`config.mk`:
```
export PLATFORM = sky130hd
export DESIGN_NAME = owrc_core
export DESIGN_NICKNAME = d
export VERILOG_FILES = /design/src/core/owrc_pkg.sv /design/src/core/owrc_core.sv /design/src/core/owrc_level_rom.sv /design/src/core/owrc_sync.sv
export VERILOG_INCLUDE_DIRS = /design/src /design/src/core
export SDC_FILE = /design/constraint.sdc
export NUM_CORES = 1
export LEC_CHECK = 0
export BUFFER_PORTS_ARGS = -buffer_cell sky130_fd_sc_hd__buf_2
export CORE_MARGIN = 2
export CORE_UTILIZATION = 30
export CTS_CLUSTER_SIZE = 28
export DETAILED_ROUTE_END_ITERATION = 10
export HOLD_SLACK_MARGIN = 0.06
export RECOVER_POWER = 50
export SKIP_CTS_REPAIR_TIMING = 1
export SLEW_MARGIN = 5
export SYNTH_ARGS = -nofsm -noshare
export SYNTH_HDL_FRONTEND = slang
export SYNTH_HIERARCHICAL = 1
export SYNTH_SLANG_ARGS = --single-unit
```
`constraint.sdc`:
```
create_clock -name sys_clk -period 6.2 [get_ports sys_clk]
set_clock_uncertainty 0.15 [all_clocks]
set_input_delay 1.24 -clock sys_clk [delete_from_list [all_inputs] [get_ports sys_clk]]
set_output_delay 1.24 -clock sys_clk [all_outputs]
set_load 0.05 [all_outputs]
```
`src/core/owrc_map.svh`:
```
// Purpose: constants for the one-wire reference control block
// Assumes: 50 MHz system clock
// Notes on behaviour
// - Ramp reference up in 32 steps, 213 us each
// - Half current limit for first 5 ms
// - Switch on each 1.2 MHz cycle start, off at threshold
// - Overcurrent ends cycle; re-arm next cycle
// - Supply lockout keeps device and switch off
// - Thermal shutdown above 160 C, restart after 15 C drop
// - Pin low over 2.5 ms means shutdown
// - Constant high pin gives full 1.229 V reference
// - PWM mode: filtered duty times 1.229 V
// - One command picks one of 32 stored levels
// - Level defaults to code 31 after power reset
// - Command is address byte then data byte
// - Data byte: ack request, sub-address, level code
// - Acknowledge only if requested and frame correct
// - Bits decoded by ratio, 1.7 to 160 kbit/s
// - Level code maps monotonically to reference table
// - Falling to falling bit; 2x ratio decides value
// - MSB first; bit 7 ack, 6:5 sub, 4:0 code
// - Ack pulls line low at most 512 us after delay
// - One-wire mode after low over 260 us in window
`ifndef OWRC_MAP_SVH
`define OWRC_MAP_SVH

// ----------------------------------------
// Timing
// ----------------------------------------
`define OWRC_CLK_MHZ 50
`define OWRC_T_STEP_US 213
`define OWRC_STEP_CYC (`OWRC_T_STEP_US * `OWRC_CLK_MHZ)
`define OWRC_T_HALF_MS 5
`define OWRC_HALF_CYC (`OWRC_T_HALF_MS * 1000 * `OWRC_CLK_MHZ)
`define OWRC_T_OFF_MS 2.5
`define OWRC_OFF_CYC ($rtoi(`OWRC_T_OFF_MS * 1000.0 * `OWRC_CLK_MHZ))
`define OWRC_T_DET_US 260
`define OWRC_DET_CYC (`OWRC_T_DET_US * `OWRC_CLK_MHZ)
`define OWRC_T_WIN_MS 1
`define OWRC_WIN_CYC (`OWRC_T_WIN_MS * 1000 * `OWRC_CLK_MHZ)
`define OWRC_T_BITMAX_US 360
`define OWRC_BITMAX_CYC (`OWRC_T_BITMAX_US * `OWRC_CLK_MHZ)
`define OWRC_T_ACKN_US 512
`define OWRC_ACKN_CYC (`OWRC_T_ACKN_US * `OWRC_CLK_MHZ)
`define OWRC_T_VALACK_US 2
`define OWRC_VALACK_CYC (`OWRC_T_VALACK_US * `OWRC_CLK_MHZ)
`define OWRC_SW_KHZ 1200
`define OWRC_SW_PER_CYC (`OWRC_CLK_MHZ * 1000 / `OWRC_SW_KHZ)

// ----------------------------------------
// Reference and frame
// ----------------------------------------
`define OWRC_RAMP_STEPS 6'h20
`define OWRC_REF_FULL_MV 11'h4cd
`define OWRC_LEVEL_RST 5'h1f
`define OWRC_SUB_ADDR 2'h0
`define OWRC_FRAME_BITS 5'h10
`define OWRC_FILT_SHIFT 13

// ----------------------------------------
// Register port
// ----------------------------------------
`define OWRC_REG_CTRL 4'h0
`define OWRC_REG_STATUS 4'h4
`define OWRC_REG_LEVEL 4'h8
`define OWRC_CTRL_RST 2'h1
`define OWRC_CTRL_WIRE_EN 0
`define OWRC_CTRL_FORCE_OFF 1

`endif

```
`src/core/owrc_pkg.sv`:
```
// Purpose: shared types of the one-wire reference control block
// Assumes: nothing
// Notes: constants live in owrc_map.svh
package owrc_pkg;
  typedef enum logic [1:0] {
    OWRC_ST_OFF = 2'b00,
    OWRC_ST_START = 2'b01,
    OWRC_ST_RUN = 2'b10
  } owrc_state_t;
  typedef enum logic {
    OWRC_MD_PWM = 1'b0,
    OWRC_MD_WIRE = 1'b1
  } owrc_mode_t;
  typedef struct packed {
    logic supply_lockout;
    logic over_temp;
    logic temp_cooled;
    logic current_trip;
    logic overcurrent;
  } owrc_analog_t;
  typedef struct packed {
    logic sw_gate;
    logic half_limit;
  } owrc_power_t;
endpackage

```
`src/core/owrc_core.sv`:
```
// Purpose: control-pin logic of a boost regulator reference
// Assumes: 50 MHz clock, analog flags asynchronous
// Notes: reference output is in millivolts
//
// Added by the designer: the plain strobed port and the register offsets.
`timescale 1ns/100ps
`include "owrc_map.svh"
module owrc_core import owrc_pkg::*; #(
  parameter int unsigned STEP_CYC = `OWRC_STEP_CYC,
  parameter int unsigned HALF_CYC = `OWRC_HALF_CYC,
  parameter int unsigned OFF_CYC = `OWRC_OFF_CYC,
  parameter int unsigned DET_CYC = `OWRC_DET_CYC,
  parameter int unsigned WIN_CYC = `OWRC_WIN_CYC,
  parameter int unsigned BITMAX_CYC = `OWRC_BITMAX_CYC,
  parameter int unsigned ACKN_CYC = `OWRC_ACKN_CYC,
  // Arbitrary value, not tied to any product
  parameter logic [7:0] DEV_ADDR = 8'h5a
) (
  // Clock and reset
  input wire logic sys_clk,
  input wire logic rst,
  // Control pin, open drain
  input wire logic ctrl_pin,
  output logic ctrl_drive,
  output logic ctrl_drive_en,
  // Analog comparators
  input wire owrc_analog_t analog,
  // Power stage and reference
  output owrc_power_t power,
  output logic [10:0] fb_ref_mv,
  // Register port
  input wire logic [3:0] reg_addr,
  input wire logic [31:0] reg_wdata,
  input wire logic reg_wr,
  input wire logic reg_rd,
  output logic [31:0] reg_rdata
);
  localparam int CW = 18;
  localparam logic [CW-1:0] L_STEP = CW'(STEP_CYC - 1);
  localparam logic [CW-1:0] L_HALF = CW'(HALF_CYC);
  localparam logic [CW-1:0] L_OFF = CW'(OFF_CYC);
  localparam logic [CW-1:0] L_DET = CW'(DET_CYC);
  localparam logic [CW-1:0] L_WIN = CW'(WIN_CYC);
  localparam logic [CW-1:0] L_BITMAX = CW'(BITMAX_CYC);
  localparam logic [CW-1:0] L_ACKN = CW'(ACKN_CYC);
  localparam logic [CW-1:0] L_VALACK = CW'(`OWRC_VALACK_CYC);
  localparam logic [CW-1:0] L_CMAX = '1;
  localparam logic [6:0] L_SWPER = 7'(`OWRC_SW_PER_CYC - 1);
  localparam int FS = `OWRC_FILT_SHIFT;
  localparam int FW = 11 + FS;

  // ----------------------------------------
  // Input synchronisation
  // ----------------------------------------
  logic pin_lvl;
  owrc_analog_t an_s;
  logic pin_prev_ff;
  logic pin_fall;
  logic pin_rise;

  owrc_sync #(.W(6), .RST_VAL(6'h20)) u_sync (
    .sys_clk(sys_clk),
    .rst(rst),
    .async_in({ctrl_pin, analog}),
    .sync_out({pin_lvl, an_s})
  );

  always_ff @(posedge sys_clk)
  begin
    if (rst)
      pin_prev_ff <= 1'b1;
    else
      pin_prev_ff <= pin_lvl;
  end

  assign pin_fall = pin_prev_ff && !pin_lvl;
  assign pin_rise = !pin_prev_ff && pin_lvl;

  // ----------------------------------------
  // Level timers
  // ----------------------------------------
  logic [CW-1:0] low_cnt_ff;
  logic [CW-1:0] high_cnt_ff;
  logic [CW-1:0] low_len_ff;

  always_ff @(posedge sys_clk)
  begin
    if (rst)
    begin
      low_cnt_ff <= '0;
      high_cnt_ff <= '0;
      low_len_ff <= '0;
    end
    else
    begin
      low_cnt_ff <= pin_lvl ? '0 : low_cnt_ff + CW'(low_cnt_ff != L_CMAX);
      high_cnt_ff <= !pin_lvl ? '0 : high_cnt_ff + CW'(high_cnt_ff != L_CMAX);
      if (pin_rise)
        low_len_ff <= low_cnt_ff;
    end
  end

  // ----------------------------------------
  // Control register and protection
  // ----------------------------------------
  logic [1:0] ctrl_ff;
  logic therm_ff;
  logic lock;

  always_ff @(posedge sys_clk)
  begin
    if (rst)
      ctrl_ff <= `OWRC_CTRL_RST;
    else if (reg_wr && reg_addr == `OWRC_REG_CTRL)
      ctrl_ff <= reg_wdata[1:0];
  end

  always_ff @(posedge sys_clk)
  begin
    if (rst)
      therm_ff <= 1'b0;
    else if (an_s.over_temp)
      therm_ff <= 1'b1;
    else if (an_s.temp_cooled)
      therm_ff <= 1'b0;
  end

  assign lock = an_s.supply_lockout || therm_ff || ctrl_ff[`OWRC_CTRL_FORCE_OFF];

  // ----------------------------------------
  // Device state
  // ----------------------------------------
  owrc_state_t state_ff;
  owrc_state_t nxt_state;
  logic [5:0] ramp_step_ff;
  logic [CW-1:0] ramp_cnt_ff;
  logic go_off;

  assign go_off = lock || low_cnt_ff > L_OFF;

  always_comb
  begin
    nxt_state = state_ff;
    unique case (state_ff)
      OWRC_ST_OFF:
        if (!lock && pin_lvl)
          nxt_state = OWRC_ST_START;
      OWRC_ST_START:
        if (go_off)
          nxt_state = OWRC_ST_OFF;
        else if (ramp_step_ff == `OWRC_RAMP_STEPS)
          nxt_state = OWRC_ST_RUN;
      OWRC_ST_RUN:
        if (go_off)
          nxt_state = OWRC_ST_OFF;
      default:
        nxt_state = OWRC_ST_OFF;
    endcase
  end

  always_ff @(posedge sys_clk)
  begin
    if (rst)
      state_ff <= OWRC_ST_OFF;
    else
      state_ff <= nxt_state;
  end

  // ----------------------------------------
  // Soft start ramp and half limit
  // ----------------------------------------
  logic [CW-1:0] half_cnt_ff;
  logic half_ff;

  always_ff @(posedge sys_clk)
  begin
    if (rst || state_ff == OWRC_ST_OFF)
    begin
      ramp_step_ff <= '0;
      ramp_cnt_ff <= '0;
    end
    else if (ramp_step_ff != `OWRC_RAMP_STEPS)
    begin
      if (ramp_cnt_ff == L_STEP)
      begin
        ramp_cnt_ff <= '0;
        ramp_step_ff <= ramp_step_ff + 6'h01;
      end
      else
        ramp_cnt_ff <= ramp_cnt_ff + 1'b1;
    end
  end

  always_ff @(posedge sys_clk)
  begin
    if (rst || nxt_state == OWRC_ST_OFF)
    begin
      half_cnt_ff <= '0;
      half_ff <= 1'b0;
    end
    else
    begin
      if (half_cnt_ff != L_HALF)
        half_cnt_ff <= half_cnt_ff + 1'b1;
      half_ff <= half_cnt_ff < L_HALF;
    end
  end

  // ----------------------------------------
  // Switch gating
  // ----------------------------------------
  logic [6:0] sw_cnt_ff;
  logic sw_gate_ff;
  logic cyc_start;
  logic trip;

  assign cyc_start = sw_cnt_ff == 7'h00;
  assign trip = an_s.current_trip || an_s.overcurrent;

  always_ff @(posedge sys_clk)
  begin
    if (rst || sw_cnt_ff == L_SWPER)
      sw_cnt_ff <= '0;
    else
      sw_cnt_ff <= sw_cnt_ff + 7'h01;
  end

  always_ff @(posedge sys_clk)
  begin
    if (rst || lock || state_ff == OWRC_ST_OFF)
      sw_gate_ff <= 1'b0;
    else if (trip)
      sw_gate_ff <= 1'b0;
    else if (cyc_start)
      sw_gate_ff <= 1'b1;
  end

  assign power.sw_gate = sw_gate_ff;
  assign power.half_limit = half_ff;

  // ----------------------------------------
  // Mode selection
  // ----------------------------------------
  owrc_mode_t mode_ff;
  logic [CW-1:0] win_cnt_ff;

  always_ff @(posedge sys_clk)
  begin
    if (rst || state_ff == OWRC_ST_OFF)
    begin
      mode_ff <= OWRC_MD_PWM;
      win_cnt_ff <= '0;
    end
    else
    begin
      if (win_cnt_ff != L_WIN)
        win_cnt_ff <= win_cnt_ff + 1'b1;
      if (win_cnt_ff != L_WIN && low_cnt_ff > L_DET && ctrl_ff[`OWRC_CTRL_WIRE_EN])
        mode_ff <= OWRC_MD_WIRE;
    end
  end

  // ----------------------------------------
  // PWM reference filter
  // ----------------------------------------
  logic [FW-1:0] filt_ff;
  logic [10:0] chop;

  assign chop = pin_lvl ? `OWRC_REF_FULL_MV : 11'h000;

  always_ff @(posedge sys_clk)
  begin
    if (rst)
      filt_ff <= '0;
    else
      filt_ff <= filt_ff - (filt_ff >> FS) + FW'(chop);
  end

  // ----------------------------------------
  // One-wire receiver
  // ----------------------------------------
  logic rx_act;
  logic byte_open_ff;
  logic [4:0] bits_ff;
  logic [15:0] shift_ff;
  logic bit_one;
  logic bit_zero;
  logic [15:0] frame;
  logic rx_timeout;
  logic frame_done;
  logic frame_ok;
  logic frame_bad;
  logic [4:0] level_ff;
  logic ack_req_ff;
  logic ack_wait_ff;
  logic ack_on_ff;
  logic [CW-1:0] ack_cnt_ff;

  assign rx_act = mode_ff == OWRC_MD_WIRE && state_ff != OWRC_ST_OFF
    && !ack_wait_ff && !ack_on_ff;
  assign bit_one = {1'b0, high_cnt_ff} >= {low_len_ff, 1'b0};
  assign bit_zero = {1'b0, low_len_ff} >= {high_cnt_ff, 1'b0};
  assign frame = {shift_ff[14:0], bit_one};
  assign rx_timeout = (byte_open_ff || bits_ff != 5'h00)
    && (low_cnt_ff > L_BITMAX || high_cnt_ff > L_BITMAX);
  assign frame_done = rx_act && pin_fall && byte_open_ff && (bit_one || bit_zero)
    && bits_ff == `OWRC_FRAME_BITS - 5'h01;
  assign frame_ok = frame_done && frame[15:8] == DEV_ADDR
    && frame[6:5] == `OWRC_SUB_ADDR;
  assign frame_bad = (frame_done && !frame_ok)
    || (rx_act && pin_fall && byte_open_ff && !bit_one && !bit_zero)
    || (rx_act && rx_timeout);

  always_ff @(posedge sys_clk)
  begin
    if (rst || !rx_act || frame_bad || frame_done)
    begin
      byte_open_ff <= 1'b0;
      bits_ff <= '0;
      shift_ff <= '0;
    end
    else if (pin_fall)
    begin
      if (!byte_open_ff)
        byte_open_ff <= 1'b1;
      else
      begin
        shift_ff <= frame;
        bits_ff <= bits_ff + 5'h01;
        if (bits_ff[2:0] == 3'h7)
          byte_open_ff <= 1'b0;
      end
    end
  end

  always_ff @(posedge sys_clk)
  begin
    if (rst)
      level_ff <= `OWRC_LEVEL_RST;
    else if (frame_ok)
      level_ff <= frame[4:0];
  end

  // ----------------------------------------
  // Acknowledge
  // ----------------------------------------
  always_ff @(posedge sys_clk)
  begin
    if (rst || state_ff == OWRC_ST_OFF)
    begin
      ack_req_ff <= 1'b0;
      ack_wait_ff <= 1'b0;
      ack_on_ff <= 1'b0;
      ack_cnt_ff <= '0;
    end
    else if (frame_ok)
    begin
      ack_req_ff <= frame[7];
      ack_wait_ff <= frame[7];
      ack_cnt_ff <= '0;
    end
    else if (ack_wait_ff)
    begin
      ack_cnt_ff <= ack_cnt_ff + 1'b1;
      if (ack_cnt_ff == L_VALACK - 1'b1)
      begin
        ack_wait_ff <= 1'b0;
        ack_on_ff <= 1'b1;
        ack_cnt_ff <= '0;
      end
    end
    else if (ack_on_ff)
    begin
      ack_cnt_ff <= ack_cnt_ff + 1'b1;
      if (ack_cnt_ff == L_ACKN - 1'b1)
      begin
        ack_on_ff <= 1'b0;
        ack_req_ff <= 1'b0;
      end
    end
  end

  assign ctrl_drive = 1'b0;
  assign ctrl_drive_en = ack_on_ff;

  // ----------------------------------------
  // Reference output
  // ----------------------------------------
  logic [10:0] rom_mv;
  logic [10:0] target;
  logic [16:0] scaled;

  owrc_level_rom u_rom (
    .sys_clk(sys_clk),
    .code(level_ff),
    .ref_mv(rom_mv)
  );

  assign target = mode_ff == OWRC_MD_WIRE ? rom_mv : filt_ff[FW-1:FS];
  assign scaled = target * ramp_step_ff;

  always_ff @(posedge sys_clk)
  begin
    if (rst || state_ff == OWRC_ST_OFF)
      fb_ref_mv <= '0;
    else
      fb_ref_mv <= scaled[15:5];
  end

  // ----------------------------------------
  // Register read
  // ----------------------------------------
  always_ff @(posedge sys_clk)
  begin
    if (rst || !reg_rd)
      reg_rdata <= '0;
    else
      unique case (reg_addr)
        `OWRC_REG_CTRL:
          reg_rdata <= {30'h0, ctrl_ff};
        `OWRC_REG_STATUS:
          reg_rdata <= {24'h0, ack_on_ff, therm_ff, lock, half_ff,
            sw_gate_ff, mode_ff, state_ff};
        `OWRC_REG_LEVEL:
          reg_rdata <= {5'h0, fb_ref_mv, 11'h0, level_ff};
        default:
          reg_rdata <= '0;
      endcase
  end
endmodule

```
`src/core/owrc_level_rom.sv`:
```
// Purpose: level code to reference millivolt table
// Assumes: one cycle read latency
// Notes: steps coarser at the top codes
`timescale 1ns/100ps
module owrc_level_rom (
  // Clock
  input wire logic sys_clk,
  // Lookup
  input wire logic [4:0] code,
  output logic [10:0] ref_mv
);
  localparam logic [10:0] TABLE [32] = '{
    11'h000, 11'h01f, 11'h031, 11'h044, 11'h056, 11'h068, 11'h07b, 11'h08d,
    11'h0a0, 11'h0b2, 11'h0c5, 11'h0d7, 11'h0ea, 11'h10e, 11'h133, 11'h158,
    11'h17d, 11'h1a2, 11'h1c7, 11'h1ec, 11'h210, 11'h235, 11'h25a, 11'h27f,
    11'h2c9, 11'h313, 11'h35c, 11'h3a6, 11'h3f0, 11'h43a, 11'h483, 11'h4cd
  };

  always_ff @(posedge sys_clk)
  begin
    ref_mv <= TABLE[code];
  end
endmodule

```
`src/core/owrc_sync.sv`:
```
// Purpose: three-stage synchroniser with agreement filter
// Assumes: inputs asynchronous to sys_clk
// Notes: output changes once stages two and three agree
`timescale 1ns/100ps
module owrc_sync #(
  parameter int W = 1,
  parameter logic [W-1:0] RST_VAL = '0
) (
  // Clock and reset
  input wire logic sys_clk,
  input wire logic rst,
  // Data
  input wire logic [W-1:0] async_in,
  output logic [W-1:0] sync_out
);
  logic [W-1:0] s1_ff;
  logic [W-1:0] s2_ff;
  logic [W-1:0] s3_ff;

  genvar i;
  generate
    for (i = 0; i < W; i++)
    begin : g_bit
      always_ff @(posedge sys_clk)
      begin
        if (rst)
        begin
          s1_ff[i] <= RST_VAL[i];
          s2_ff[i] <= RST_VAL[i];
          s3_ff[i] <= RST_VAL[i];
          sync_out[i] <= RST_VAL[i];
        end
        else
        begin
          s1_ff[i] <= async_in[i];
          s2_ff[i] <= s1_ff[i];
          s3_ff[i] <= s2_ff[i];
          if (s2_ff[i] == s3_ff[i])
            sync_out[i] <= s3_ff[i];
        end
      end
    end
  endgenerate
endmodule

```
Word level (Yosys, flattened, before mapping)
Memory sizes are Yosys's and may differ from the RTL's. A register that Yosys moved wholly into a read port is not among the register bits.
Cells that the tools add are included.
Storage, ports and cells
  flip-flop bits (word level): 267
  ROM bits: 352
  output and inout port bits: 47
  word-level logic and storage cells: 183
  memories kept: 1
Operators by class
  add/subtract/negate cells: 11
  $mul: 1
  $lt $le $gt $ge: 7
  eq/ne operators: 24
  mux-type cells: 23
  bitwise logic cells: 3
  reductions and logical operators: 64
Memory list
  (no name shown): words 32, bits a word 11, read ports 1, clocked after memory_dff 1, wr ports 0, line owrc_level_rom.sv:21  | ref_mv <= TABLE[code];
Operators by type and width (number)
  case mux 27 bit (3 select lines): 1
  adder 18 x 1 -> 18 bit, second input constant: 4
  two-way mux 18 bit: 4
  != test 18 bit, second input constant: 3
  greater-or-equal comparator 18 x 19 -> 1 bit: 2
  adder 18 x 1 -> 18 bit: 2
  greater-than comparator 18 x 15 -> 1 bit, second input constant: 2
  adder 24 x 11 -> 24 bit: 1
  subtractor 24 x 11 -> 24 bit: 1
  two-way mux 11 bit: 2
  logical AND 1 bit: 20
  == test 18 x 14 -> 1 bit, second input constant: 1
  == test 18 x 15 -> 1 bit, second input constant: 1
  == test 18 x 7 -> 1 bit, second input constant: 1
  greater-than comparator 18 x 14 -> 1 bit, second input constant: 1
  greater-than comparator 18 x 17 -> 1 bit, second input constant: 1
  logical OR 1 bit: 18
  < comparator 18 bit, second input constant: 1
  != test 18 x 16 -> 1 bit, second input constant: 1
  multiplier 11 x 6 -> 16 bit: 1
  two-way mux 1 bit: 11
  zero test 1 bit: 10
  == test 8 x 7 -> 1 bit, second input constant: 1
  two-way mux 2 bit: 4
  other kinds (24): 39

Depth between registers and ports, before layout
  word-level depth: 16
  mapped depth: 18
  gate-level depth less buffers: 16

By module
Netlist, hierarchy kept.
By module, submodules not included
  owrc_core: instances 1, cells each 1618, area each 13604.3 um^2, sequential area each 4604.4 um^2
  owrc_level_rom: instances 1, cells each 99, area each 827.0 um^2, sequential area each 220.2 um^2
  owrc_sync: instances 1, cells each 62, area each 698.2 um^2, sequential area each 480.5 um^2

Worst setup path before layout
Ideal clock, no wire load.
  path type: register to register
  start: register mode_ff
  end: register fb_ref_mv[9]
  setup time: 0.130 ns
  arrival: 4.561 ns
  path slack: 1.359 ns
  cell stages (with the launch flop): 17
  path buffers: 2
  cell sequence: dfxtp_1 -> buf_2 -> buf_1 -> mux2i_1 -> nor2b_1 -> fa_1 -> fa_1 -> inv_1 -> fa_1 -> inv_1 -> ha_1 -> o21ai_0 -> a21o_1 -> o311ai_4 -> o311ai_0 -> nand3_1 -> nor3b_1
Between the ends
  longest elaborated chain between the ends: 2
RTL lines
  start, declared: line owrc_core.sv:244  | owrc_mode_t mode_ff;
  start signal, assigned: line owrc_core.sv:251  | mode_ff <= OWRC_MD_PWM;
  start signal, assigned: line owrc_core.sv:259  | mode_ff <= OWRC_MD_WIRE;
  two-way mux 11 bit: line owrc_core.sv:399  | assign target = mode_ff == OWRC_MD_WIRE ? rom_mv : filt_ff[FW-1:FS];
  multiplier 11 x 6 -> 16 bit: line owrc_core.sv:400  | assign scaled = target * ramp_step_ff;
  end signal, assigned: line owrc_core.sv:407  | fb_ref_mv <= scaled[15:5];
  end, declared: line owrc_core.sv:30  | output logic [10:0] fb_ref_mv,
Every way passes these cells.
A chain may end at the register's enable or synchronous reset.

Worst setup path in the final report
Ends and elaborated chain as after synthesis.

==> results.yml <==
job:
  maxCapViolations: 1
timing:
  timing.slew.headroom_pct: -72.8
  rsz0062_at_grt: "false"
  fin_crit_sh_pct: 91.3
  setup_ws_ns: 0.538
  tns_ns: 0
  worst_pin_slew_ns: 2.59
  report.final.slew_viol_count: 54
  min_period_ns: 5.66
  setup_viol: 0
  fmax_ghz: 0.177
  hold_viol: 0
global_route:
  track_usage_pct: 12.2
  grt_start_max_net_pins: 70
  overflow: 0
  grt_pass1_wl_mm: 54.8
  grt_pass1_vias: 11511
  antenna_found_initial: 0
worst_setup_path:
  required_ns: 6.39
  slowest_stage: "dfxtp_1"
  crit_top_cell: "fa_1"
  path_max_fanout: 19
  critPathCaptureType: "flop"
  crit_chain: "mux2i_1 > nor2b_1 > fa_1 > fa_1 > inv_1 > fa_1 > inv_1 > ha_1 > o21ai_0 > a21o_1 > o311ai_4 > o311ai_0 > nand3_1 > nor3b_1"
  crit_arrival_ns: 5.85
  path_class: "reg -> reg"
  startpoint_type: "flop"
  cp_slowest_stage_delay_ns: 0.85
floorplan:
  die_area_sq_um: 52200
  row_count: 82
  io_pins: 93
  die_h_um: 229
  core_area_sq_um: 50000
  die_w_um: 229
  start_util_pct: 30.3
synth:
  synth_async_sr_flop_share_pct: 0
  yosysSeqAreaShare_pct: 35.1
  synth_seq_cells: 265
  synth_area_leaders: "dfxtp_1, ha_1, fa_1, nor2_1, xor2_1"
  synth.largest_area_cell: "dfxtp_1"
  synth_flop_cell: "dfxtp_1"
  synth_edf_count: 0
  synth_top_area_share_pct: 35.1
  syn_inst: 1779
  yosysWarnings: 6
  ys_types: 82
  synth.avg_cell_area_sq_um: 8.50
  synth_area_sq_um: 15100
power_and_ir_drop:
  power.leakage_nw: 6.47
  vdd_drop_max_mv: 0.234
  power_density_nw_per_um2: 301
  power_w: 0.00505
routing:
  routedWlPerCell_um: 12.9
  antenna_left: 0
  drtPass1Iterations: 5
  wirelength_mm: 32.2
  vias: 11815
  drc_errors: 0
  post_drt_via_cell_ratio: 4.74
  dr.first_iter.drc_count: 682
layout:
  drive_gt1_share_pct: 4.95
  layout_commonest_cell: "dfxtp_1"
  mostFrequentLayoutCells: "dfxtp_1, nor2_1, inv_1"
  fillers: 5195
  utilization_pct: 33.6
  area_growth_pct: 11.0
  multi_input_area_sq_um: 8870
  final_net_count: 1996
  stdcell_count: 2491
  antenna_cells: 0
  area.sequential_sq_um: 5310
cts:
  numCtsBuffers: 30
  cts.sinks: 265
  clockBufferDepth: 3
  clk-insertion-delay-late_ns: 0.59
  cts_root_buffer: "clkbuf_16"
  cts_max_level: 1
  clkTransAtPathRegs_ns: 0.06
  cts_tree: "done"
outcome:
  status: "finished with violations"
  violations: "capacitance limit, slew limit"
place:
  place_ws_ns: 0.737
  place_hpwl_mm: 23.4
  port_buffers: 48
  dp.cells: 2438
  gp_congestion: 0.813
hold_path:
  hold_path.class: "reg -> reg"
routing by layer:
layer	vias to the layer above	global-route usage, %	share of wire [%]
li1	6015	-	-
met2	168	20.8	47
met4	0	3.92	2.7
met3	57	1.85	3.4
met1	5575	15.8	47
met5	-	0	0
cells by family (layout without fill, tap and decap cells):
family          Yosys count  in the layout  synth area share (%)
buf+inv                 234            261                  6.60
xor+xnor                124            124                  7.18
other cells               1             14                0.0248
simple gates            689            689                  22.1
fa+ha+maj               152            152                  14.6
mux                      30             30                  2.20
compound gates          284            284                  12.3
flops                   265            265                  35.1
flip-flops by register name, summed over array words and instances (netlist names), 5 cells and up:
name and count:
ack_cnt_ff 18, bits_ff 5, fb_ref_mv 11, filt_ff 24, half_cnt_ff 18, high_cnt_ff 18, level_ff 5, low_cnt_ff 18
low_len_ff 18, ramp_cnt_ff 18, ramp_step_ff 6, reg_rdata 19, shift_ff 15, sw_cnt_ff 7, u_rom/ref_mv 11, u_sync/s1_ff 6
u_sync/s2_ff 6, u_sync/s3_ff 6, u_sync/sync_out 6, win_cnt_ff 18
critical path, delay by kind of cell, from the launching register on:
family	cells	cell delay, ns
compound gates	4	1.27
mux	1	0.65
flops	1	0.85
buf+inv	2	0.10
fa+ha+maj	4	1.91
simple gates	3	0.46
synthesized netlist by cell type (15+ instances only):
cell	instances
inv_1	153
mux2i_1	22
nor2_1	217
a21o_1	17
buf_4	18
nand4_1	28
nor3_1	48
ha_1	111
dfxtp_1	265
a21oi_1	108
and2_1	21
o211ai_1	22
nand2b_1	15
nand3_1	66
fa_1	41
xor2_1	68
and3_1	26
nor2b_1	57
clkbuf_1	36
nand2_1	144
xnor2_1	56
o21ai_0	44
area by class of cell:
| class | count | area share (%) |
|---|---|---|
| Clock buffer | 42 | 5.04 |
| Clock inverter | 11 | 0.700 |
| Inverter | 157 | 3.51 |
| Multi-Input combinational cell | 1293 | 52.8 |
| Sequential cell | 265 | 31.6 |
| Tap cell | 672 | 5.01 |
| Timing Repair Buffer | 51 | 1.36 |
metrics by stage:
| step | hold slack [ns] | area [sq um] |
|---|---|---|
| floorplan | 0.233 | 15200 |
| global route | 0.279 | 16800 |
| detailed placement | 0.243 | 15900 |
| finish | 0.253 | 16800 |
| global placement | 0.240 | 15900 |
| CTS | 0.257 | 16800 |
worst paths after layout:
check | depth (start not counted) | end | slack [ns] | from
min | 1 | u_sync/s2_ff[5] | 0.25 | u_sync/s1_ff[5]
max | 14 | fb_ref_mv[9] | 0.54 | mode_ff
max reg2reg | 14 | fb_ref_mv[9] | 0.54 | mode_ff
min reg2reg | 1 | u_sync/s2_ff[5] | 0.25 | u_sync/s1_ff[5]
report_power, final:
group,switching (W),leakage (nW),internal [W],total [W]
clock network,0.000729,0.468,0.000994,0.00172
registers,0.0000766,2.15,0.00180,0.00187
logic,0.000846,3.85,0.000609,0.00145
total,0.00165,6.47,0.00340,0.00505
(Power assumes the default switching activity.)
